`src/rtl/supply_sup_defines.svh`:
```
// register offsets, field layouts, reset values and timing counts
`ifndef SUPPLY_SUP_DEFINES_SVH
`define SUPPLY_SUP_DEFINES_SVH
`define OFS_CTRL 12'h000
`define OFS_DRIVE 12'h004
`define OFS_STATUS 12'h008
`define OFS_ID 12'h00C
`define CTRL_KEEP_ON_BIT 0
`define DRIVE_SETPOINT_LSB 0
`define DRIVE_UV_THR_LSB 4
`define RST_KEEP_ON 1'b0
`define RST_SETPOINT 4'h0
`define RST_UV_THR 3'h0
`define BLANK_TIME_US 150
`define CLK_MHZ 20
`define BLANK_CYCLES (`BLANK_TIME_US * `CLK_MHZ)
`define ID_VALUE 32'h5A5A0001
`endif

```
`src/rtl/supply_sup_pkg.sv`:
```
// types shared by the supply supervisor
package supply_sup_pkg;
   typedef enum logic [2:0] {
      ST_OFF = 3'b001,
      ST_BLANK = 3'b010,
      ST_RUN = 3'b100
   } sup_state_e;
   typedef struct packed {
      logic regulator_keep_on;
      logic [3:0] drive_supply_setpoint;
      logic [2:0] drive_uv_threshold;
   } sup_cfg_s;
endpackage

```
`src/rtl/supply_supervisor.sv`:
```
// reset, regulator and gate-drive undervoltage supervisor with apb registers
// Behaviour
// - regulator on and reset released only after some wake input goes high
// - keep-on bit set holds regulator on and normal mode without wake
// - keep-on clear and no wake: enter reset, regulator off
// - power-up release needs both low-voltage and battery supplies good
// - undervoltage lockout turns booster off below detection level
// - undervoltage detection ignored for 150 us after power-on reset
// - 3-bit threshold field sets detection level relative to setpoint
// - threshold zero disables the undervoltage lockout entirely
// - 4-bit setpoint field selects one of 16 gate-drive levels
// - all logic and timing run from the internal rc clock
//
// The address map and the APB slave port are this design's own decisions.
`timescale 1ns/1ns
`include "supply_sup_defines.svh"
module supply_supervisor import supply_sup_pkg::*; #(
   parameter int BLANK_CYCLES = `BLANK_CYCLES,
   parameter int WAKE_N = 3
) (
   input wire logic pclk,
   input wire logic presetn,
   input wire logic psel,
   input wire logic penable,
   input wire logic pwrite,
   input wire logic [11:0] paddr,
   input wire logic [31:0] pwdata,
   output logic [31:0] prdata,
   output logic pready,
   output logic pslverr,
   input wire logic [WAKE_N-1:0] wake_inputs,
   input wire logic low_supply_good,
   input wire logic battery_supply_good,
   input wire logic drive_uv_detect,
   output logic regulator_on_ff,
   output logic chip_reset_n_ff,
   output logic booster_allow_ff,
   output logic [3:0] drive_supply_setpoint_ff,
   output logic [2:0] drive_uv_threshold_ff
);
   // all counting uses pclk, the internal rc clock
   logic [WAKE_N+2:0] raw_in;
   logic [WAKE_N+2:0] sync_in;
   logic [WAKE_N-1:0] wake_s;
   logic vdd_ok_s;
   logic battery_ok_s;
   logic uv_s;
   sup_state_e state_ff;
   sup_state_e nxt_state;
   sup_cfg_s cfg_ff;
   logic [31:0] blank_cnt_ff;
   logic stay_on;
   logic supplies_ok;
   logic wr_en;
   logic rd_en;
   logic uv_active;

   assign raw_in = {drive_uv_detect, battery_supply_good, low_supply_good,
      wake_inputs};

   sync2 #(.WIDTH(WAKE_N+3)) u_sync (
      .pclk(pclk),
      .presetn(presetn),
      .din(raw_in),
      .dout(sync_in)
   );

   assign wake_s = sync_in[WAKE_N-1:0];
   assign vdd_ok_s = sync_in[WAKE_N];
   assign battery_ok_s = sync_in[WAKE_N+1];
   assign uv_s = sync_in[WAKE_N+2];

   function automatic logic word_hit(input logic [11:0] a,
      input logic [11:0] ofs);
      word_hit = (a[11:2] == ofs[11:2]);
   endfunction

   assign supplies_ok = vdd_ok_s && battery_ok_s;
   assign stay_on = (|wake_s) || cfg_ff.regulator_keep_on;
   assign wr_en = psel && penable && pwrite;
   assign rd_en = psel && !penable && !pwrite;
   // lockout active only when threshold nonzero and undervoltage detected
   assign uv_active = (cfg_ff.drive_uv_threshold != 3'h0) && uv_s;

   always_comb begin
      nxt_state = state_ff;
      case (state_ff)
         ST_OFF: begin
            if ((|wake_s) && supplies_ok) begin
               nxt_state = ST_BLANK;
            end
         end
         ST_BLANK: begin
            if (!stay_on || !supplies_ok) begin
               nxt_state = ST_OFF;
            end else if (blank_cnt_ff == 32'(BLANK_CYCLES - 1)) begin
               nxt_state = ST_RUN;
            end
         end
         ST_RUN: begin
            if (!stay_on || !supplies_ok) begin
               nxt_state = ST_OFF;
            end
         end
         default: nxt_state = ST_OFF;
      endcase
   end

   always_ff @(posedge pclk or negedge presetn) begin
      if (!presetn) begin
         state_ff <= ST_OFF;
      end else begin
         state_ff <= nxt_state;
      end
   end

   // blanking counter after reset release
   always_ff @(posedge pclk or negedge presetn) begin
      if (!presetn) begin
         blank_cnt_ff <= 32'h0;
      end else if (state_ff == ST_BLANK) begin
         blank_cnt_ff <= blank_cnt_ff + 32'h1;
      end else begin
         blank_cnt_ff <= 32'h0;
      end
   end

   // software settings; cleared while the chip sits in reset
   always_ff @(posedge pclk or negedge presetn) begin
      if (!presetn) begin
         cfg_ff <= '{`RST_KEEP_ON, `RST_SETPOINT, `RST_UV_THR};
      end else if (state_ff == ST_OFF) begin
         cfg_ff <= '{`RST_KEEP_ON, `RST_SETPOINT, `RST_UV_THR};
      end else if (wr_en && word_hit(paddr, `OFS_CTRL)) begin
         cfg_ff.regulator_keep_on <= pwdata[`CTRL_KEEP_ON_BIT];
      end else if (wr_en && word_hit(paddr, `OFS_DRIVE)) begin
         cfg_ff.drive_supply_setpoint <=
            pwdata[`DRIVE_SETPOINT_LSB +: 4];
         cfg_ff.drive_uv_threshold <= pwdata[`DRIVE_UV_THR_LSB +: 3];
      end
   end

   // outputs, all registered
   always_ff @(posedge pclk or negedge presetn) begin
      if (!presetn) begin
         regulator_on_ff <= 1'b0;
         chip_reset_n_ff <= 1'b0;
         booster_allow_ff <= 1'b0;
         drive_supply_setpoint_ff <= 4'h0;
         drive_uv_threshold_ff <= 3'h0;
      end else begin
         regulator_on_ff <= (nxt_state != ST_OFF);
         chip_reset_n_ff <= (nxt_state != ST_OFF);
         booster_allow_ff <= (nxt_state == ST_RUN) && !uv_active;
         drive_supply_setpoint_ff <= cfg_ff.drive_supply_setpoint;
         drive_uv_threshold_ff <= cfg_ff.drive_uv_threshold;
      end
   end

   // apb slave: zero wait states, unmapped addresses give pslverr
   always_ff @(posedge pclk or negedge presetn) begin
      if (!presetn) begin
         pready <= 1'b0;
         pslverr <= 1'b0;
      end else begin
         pready <= psel && !penable;
         pslverr <= psel && !penable && !(word_hit(paddr, `OFS_CTRL) ||
            word_hit(paddr, `OFS_DRIVE) || word_hit(paddr, `OFS_STATUS) ||
            word_hit(paddr, `OFS_ID));
      end
   end

   always_ff @(posedge pclk or negedge presetn) begin
      if (!presetn) begin
         prdata <= 32'h0;
      end else if (rd_en) begin
         if (word_hit(paddr, `OFS_CTRL)) begin
            prdata <= {31'h0, cfg_ff.regulator_keep_on};
         end else if (word_hit(paddr, `OFS_DRIVE)) begin
            prdata <= {25'h0, cfg_ff.drive_uv_threshold,
               cfg_ff.drive_supply_setpoint};
         end else if (word_hit(paddr, `OFS_STATUS)) begin
            prdata <= {24'h0, uv_s, booster_allow_ff, battery_ok_s, vdd_ok_s,
               1'b0, state_ff};
         end else if (word_hit(paddr, `OFS_ID)) begin
            prdata <= `ID_VALUE; // arbitrary value
         end else begin
            prdata <= 32'h0;
         end
      end
   end

   // assertions
   AST_OFF_WITHOUT_KEEP: assert property (@(posedge pclk) disable iff (!presetn)
      (state_ff != ST_OFF) && !stay_on |=> state_ff == ST_OFF)
      else $error("no wake and no keep-on did not enter reset");
   AST_KEEP_HOLDS: assert property (@(posedge pclk) disable iff (!presetn)
      state_ff == ST_RUN && cfg_ff.regulator_keep_on && supplies_ok
      |=> state_ff == ST_RUN)
      else $error("keep-on did not hold normal mode");
   AST_LEAVE_NEEDS_WAKE: assert property (@(posedge pclk)
      disable iff (!presetn)
      state_ff == ST_OFF ##1 state_ff != ST_OFF |-> $past(|wake_s))
      else $error("left reset without a wake input");
   AST_SUPPLIES: assert property (@(posedge pclk) disable iff (!presetn)
      $rose(chip_reset_n_ff) |-> $past(supplies_ok))
      else $error("released with a supply low");
   AST_UV_OFF: assert property (@(posedge pclk) disable iff (!presetn)
      uv_active |=> !booster_allow_ff)
      else $error("booster left on under undervoltage");
   AST_BLANK: assert property (@(posedge pclk) disable iff (!presetn)
      state_ff == ST_RUN |-> $past(blank_cnt_ff) ==
      32'(BLANK_CYCLES - 1) || $past(state_ff) == ST_RUN)
      else $error("blanking interval cut short");
   AST_THR_ZERO: assert property (@(posedge pclk) disable iff (!presetn)
      state_ff == ST_RUN && nxt_state == ST_RUN &&
      cfg_ff.drive_uv_threshold == 3'h0 |=> booster_allow_ff)
      else $error("disabled lockout still blocked booster");
   AST_CFG_RESET: assert property (@(posedge pclk) disable iff (!presetn)
      state_ff == ST_OFF |=> !cfg_ff.regulator_keep_on &&
      cfg_ff.drive_uv_threshold == 3'h0)
      else $error("settings kept across reset");
   AST_SETPOINT: assert property (@(posedge pclk) disable iff (!presetn)
      wr_en && word_hit(paddr, `OFS_DRIVE) && state_ff != ST_OFF
      |=> ##1 drive_supply_setpoint_ff == $past(pwdata[3:0], 2))
      else $error("setpoint not applied");
   COV_RUN: cover property (@(posedge pclk) state_ff == ST_RUN);
   COV_KEEP: cover property (@(posedge pclk)
      state_ff == ST_RUN && wake_s == '0);
   COV_UV: cover property (@(posedge pclk) uv_active && state_ff == ST_RUN);
endmodule // supply_supervisor

```
`src/rtl/sync2.sv`:
```
// two-flop synchroniser for a bus of levels
`timescale 1ns/1ns
module sync2 #(
   parameter int WIDTH = 1
) (
   input wire logic pclk,
   input wire logic presetn,
   input wire logic [WIDTH-1:0] din,
   output logic [WIDTH-1:0] dout
);
   logic [WIDTH-1:0] meta_ff;
   always_ff @(posedge pclk or negedge presetn) begin
      if (!presetn) begin
         meta_ff <= '0;
         dout <= '0;
      end else begin
         meta_ff <= din;
         dout <= meta_ff;
      end
   end
endmodule // sync2

```
`config.mk`:
```
export PLATFORM = sky130hd
export DESIGN_NAME = supply_supervisor
export DESIGN_NICKNAME = d
export VERILOG_FILES = /design/src/rtl/supply_sup_pkg.sv /design/src/rtl/supply_supervisor.sv /design/src/rtl/sync2.sv
export VERILOG_INCLUDE_DIRS = /design/src /design/src/rtl
export SDC_FILE = /design/constraint.sdc
export NUM_CORES = 1
export LEC_CHECK = 0
export BUFFER_PORTS_ARGS = -buffer_cell sky130_fd_sc_hd__buf_2
export CORE_ASPECT_RATIO = 0.8
export CORE_MARGIN = 5
export CORE_UTILIZATION = 43
export DETAILED_ROUTE_END_ITERATION = 16
export PLACE_DENSITY = 0.75
export SYNTH_ARGS = -nofsm -noshare
export SYNTH_HDL_FRONTEND = slang
export SYNTH_HIERARCHICAL = 1
export SYNTH_SLANG_ARGS = --single-unit
```
`constraint.sdc`:
```
create_clock -name pclk -period 4.5 [get_ports pclk]
set_input_delay 0.45 -clock pclk [delete_from_list [all_inputs] [get_ports pclk]]
set_output_delay 0.45 -clock pclk [all_outputs]
set_load 0.01 [all_outputs]
```
==> impl_metrics.xml <==
<?xml version="1.0" encoding="UTF-8"?>
<metrics>
  <group name="outcome">
    <metric name="run_status" unit="">completed</metric>
  </group>
  <group name="critical_path">
    <metric name="critical_path.endpoint_type" unit="">flop</metric>
    <metric name="worst_setup_path_start_kind" unit="">flop</metric>
    <metric name="r2r_slack" unit="ns">2.27</metric>
    <metric name="worst-setup-path-type" unit="">reg2reg</metric>
    <metric name="worstPathMaxFanout" unit="">32</metric>
    <metric name="crit_arrival" unit="ns">2.52</metric>
    <metric name="cp_data_required_time" unit="ns">4.79</metric>
  </group>
  <group name="timing">
    <metric name="setup_total_negative_slack" unit="ns">0</metric>
    <metric name="fmax" unit="GHz">0.448</metric>
    <metric name="timing.final.hold_violations" unit="">0</metric>
    <metric name="worstMarginPinSlew" unit="ns">1.12</metric>
    <metric name="rsz0062_at_grt" unit="">no</metric>
    <metric name="finalSetupViolCount" unit="">0</metric>
    <metric name="layout_worst_path_cycle_share" unit="">0.496</metric>
    <metric name="slew-limit-headroom" unit="">0.251</metric>
    <metric name="worst_clock_skew" unit="ns">0.00627</metric>
    <metric name="finalMaxSlewViolations" unit="">0</metric>
    <metric name="fin_crit" unit="ns">2.23</metric>
  </group>
  <group name="grt">
    <metric name="antenna_found_initial" unit="">0</metric>
    <metric name="global_route_wire_length_before_repair" unit="um">11900</metric>
    <metric name="grt_overflow" unit="">0</metric>
    <metric name="maximum_number_of_pins_on_one_net_before_global_route_repair" unit="">41</metric>
    <metric name="grt_pass1_vias" unit="">2467</metric>
    <metric name="grtUsageTotal" unit="">0.154</metric>
  </group>
  <group name="cells_and_area">
    <metric name="n_antenna_cell" unit="">0</metric>
    <metric name="areaGrowthSynthToFinish" unit="%">13.9</metric>
    <metric name="layout-drive-gt1-share" unit="">0.217</metric>
    <metric name="finalCoreUtilization" unit="">0.499</metric>
    <metric name="finish.net_count" unit="">424</metric>
  </group>
  <group name="clocking">
    <metric name="h_tree_depth" unit="">3</metric>
    <metric name="ctsHoldBuffers" unit="">0</metric>
    <metric name="clockBufferDepth" unit="">2</metric>
    <metric name="cts_buffers" unit="">9</metric>
    <metric name="clkTransAtPathRegs" unit="ns">0.09</metric>
    <metric name="post_cts_resized" unit="">0</metric>
    <metric name="clock_insertion_delay_worst_skew" unit="ns">0.36</metric>
    <metric name="cts_tree" unit="">built</metric>
    <metric name="clkSinkCount" unit="">75</metric>
    <metric name="post-cts-setup-buffer-count" unit="">0</metric>
    <metric name="cts-root-buf" unit="">sky130_fd_sc_hd__clkbuf_8</metric>
  </group>
  <group name="synth">
    <metric name="asyncSetResetFlopFracSynth" unit="">1.00</metric>
    <metric name="synth_area_leaders" unit="">sky130_fd_sc_hd__dfrtp_1, sky130_fd_sc_hd__buf_4, sky130_fd_sc_hd__or4_1</metric>
    <metric name="yosys.cell_count.top_type" unit="">sky130_fd_sc_hd__dfrtp_1</metric>
    <metric name="netlist_top_cells_count" unit="">sky130_fd_sc_hd__dfrtp_1, sky130_fd_sc_hd__nor2_1, sky130_fd_sc_hd__buf_4</metric>
    <metric name="yosys.area.top_type_share" unit="">0.537</metric>
    <metric name="syn-mean-instance-area" unit="um^2">10.8</metric>
    <metric name="netlist.top_cell.by_area" unit="">sky130_fd_sc_hd__dfrtp_1</metric>
    <metric name="post_synth_inst_count" unit="">320</metric>
    <metric name="dominantRegCellSynth" unit="">sky130_fd_sc_hd__dfrtp_1</metric>
    <metric name="syn-cell-area" unit="um^2">3450</metric>
    <metric name="synth-seq-cells" unit="">75</metric>
    <metric name="number_of_enable_flip_flop_cells_after_synthesis" unit="">0</metric>
    <metric name="yosysSeqAreaShare" unit="">0.545</metric>
    <metric name="yosys_warnings" unit="">6</metric>
    <metric name="synth.lib_cells_used.distinct" unit="">44</metric>
  </group>
  <group name="pwr">
    <metric name="static_leakage" unit="nW">1.80</metric>
    <metric name="power_per_cell_area" unit="nW/um^2">341</metric>
    <metric name="vdd_drop_max" unit="uV">260</metric>
  </group>
  <group name="drt">
    <metric name="via_to_cell_ratio" unit="">5.54</metric>
    <metric name="drt_iter0_drc" unit="">201</metric>
    <metric name="dr_total_vias" unit="">2663</metric>
    <metric name="drt_first_pass_iters" unit="">6</metric>
    <metric name="drcViolationCount" unit="">0</metric>
    <metric name="drt-total-wl" unit="um">7310</metric>
    <metric name="number_of_routed_nets_with_antenna_violations" unit="">0</metric>
    <metric name="drt-wirelength-per-cell" unit="um">15.2</metric>
  </group>
  <group name="placed_design">
    <metric name="place.port_buffers" unit="">55</metric>
    <metric name="place.gp.congestion" unit="">0.865</metric>
    <metric name="detailed_place_hpwl" unit="um">5040</metric>
  </group>
  <group name="floorplan">
    <metric name="core.rowCount" unit="">29</metric>
    <metric name="core" unit="um^2">7870</metric>
    <metric name="design.die.area" unit="um^2">9920</metric>
    <metric name="horizontal_die_dimension" unit="um">110</metric>
    <metric name="initial_cell_density_of_the_core" unit="">0.438</metric>
    <metric name="die_height" unit="um">90.1</metric>
    <metric name="top_level_ports" unit="">99</metric>
  </group>
  <group name="flow_run">
    <metric name="timing.max_cap.violations" unit="">0</metric>
  </group>
  <group name="hold_path">
    <metric name="holdCritPathClass" unit="">in2async</metric>
  </group>
</metrics>
-- critical path, stage by stage, from the launching register on --
cell and delay [ns]:
sky130_fd_sc_hd__dfrtp_1 0.45, sky130_fd_sc_hd__nor2_1 0.12, sky130_fd_sc_hd__nand2_1 0.64, sky130_fd_sc_hd__or4_1 0.77, sky130_fd_sc_hd__a21oi_1 0.17
-- state kept, by name, summed over array words and instances (netlist names), 3 cells and up --
name,cells
state_ff,3
u_sync/meta_ff,6
drive_uv_threshold_ff,3
u_sync/dout,6
cfg_ff,8
drive_supply_setpoint_ff,4
blank_cnt_ff,32
prdata,9
-- per-stage QoR --
step	hold slack, ns	power, W	area (um^2)	instances	setup WS, ns
global route	0.165	0.00139	3930	481	2.13
floorplan	0.154	0.000732	3500	335	2.50
CTS	0.172	0.00135	3930	481	2.30
global placement	0.332	0.000752	3700	465	2.22
finish	0.155	0.00134	3930	481	2.27
detailed placement	0.335	0.000754	3700	465	2.20
-- kinds of logic after synthesis --
kind of cell,synth area share
adders and majority gates,0.00363
DFF,0.545
and+or+nand+nor,0.223
AOI/OAI and AO/OA,0.0940
buffers and inverters,0.0737
other,0.00109
xor gates and xnor gates,0.0330
muxes,0.0265
-- report_power, final --
group | switching (W) | internal, W
clock network | 0.000277 | 0.000323
logic | 0.0000366 | 0.0000168
registers | 0.00000445 | 0.000682
-- routing by layer --
| metal | track usage | vias up | part of all wire |
|---|---|---|---|
| met1 | 0.207 | 1312 | 0.45 |
| li1 | - | 1252 | - |
| met5 | 0 | - | 0 |
| met2 | 0.230 | 88 | 0.47 |
| met4 | 0.0554 | 0 | 0.017 |
| met3 | 0.0501 | 11 | 0.062 |
-- worst paths after layout --
check	startpoint	end	cells after the start
worst max-delay path	state_ff[2]	booster_allow_ff	4
worst min-delay path	presetn	u_sync/dout[5]	1
worst max register to register	state_ff[2]	booster_allow_ff	4
worst min register to register	u_sync/meta_ff[3]	u_sync/dout[3]	0
max in group asynchronous	presetn	state_ff[0]	2
min in group pclk	low_supply_good	u_sync/meta_ff[3]	1
-- cell usage in the layout, fill, tap and decap left out, types with 2 or more instances in the layout --
| cell type | netlist | routed |
|---|---|---|
| sky130_fd_sc_hd__o31ai_1 | 17 | 17 |
| sky130_fd_sc_hd__nor2_1 | 26 | 26 |
| sky130_fd_sc_hd__nand2_1 | 17 | 17 |
| sky130_fd_sc_hd__o21ai_0 | 3 | 3 |
| sky130_fd_sc_hd__or4_4 | 2 | 2 |
| sky130_fd_sc_hd__clkbuf_8 | 0 | 9 |
| sky130_fd_sc_hd__buf_2 | 2 | 55 |
| sky130_fd_sc_hd__inv_1 | 8 | 8 |
| sky130_fd_sc_hd__dfrtp_1 | 74 | 74 |
| sky130_fd_sc_hd__and4_1 | 5 | 5 |
| sky130_fd_sc_hd__a222oi_1 | 5 | 5 |
| sky130_fd_sc_hd__and3_1 | 5 | 5 |
| sky130_fd_sc_hd__xnor2_1 | 6 | 6 |
| sky130_fd_sc_hd__nor3_1 | 2 | 2 |
| sky130_fd_sc_hd__nand3_1 | 14 | 14 |
| sky130_fd_sc_hd__conb_1 | 1 | 16 |
| sky130_fd_sc_hd__a21oi_1 | 18 | 18 |
| sky130_fd_sc_hd__nand2b_1 | 2 | 2 |
| sky130_fd_sc_hd__inv_6 | 0 | 3 |
| sky130_fd_sc_hd__mux2i_1 | 8 | 8 |
| sky130_fd_sc_hd__nor4_1 | 8 | 8 |
| sky130_fd_sc_hd__nor4_2 | 2 | 2 |
| sky130_fd_sc_hd__nand4_1 | 14 | 14 |
| sky130_fd_sc_hd__a22o_1 | 2 | 2 |
| sky130_fd_sc_hd__xor2_1 | 7 | 7 |
| sky130_fd_sc_hd__or4_1 | 18 | 18 |
| sky130_fd_sc_hd__and2_1 | 6 | 6 |
| sky130_fd_sc_hd__bufinv_16 | 0 | 2 |
-- final cells by class --
type / count / area [um^2]
clock buffers: 9 / 124
clock inverters: 7 / 106
fillers: 712 / 3950
inverters: 8 / 30.0
multi-input cells: 218 / 1370
flip-flops and latches: 75 / 1880
well taps: 108 / 135
repair buffers: 56 / 283
Note: power is estimated with default switching activity, not from simulation.
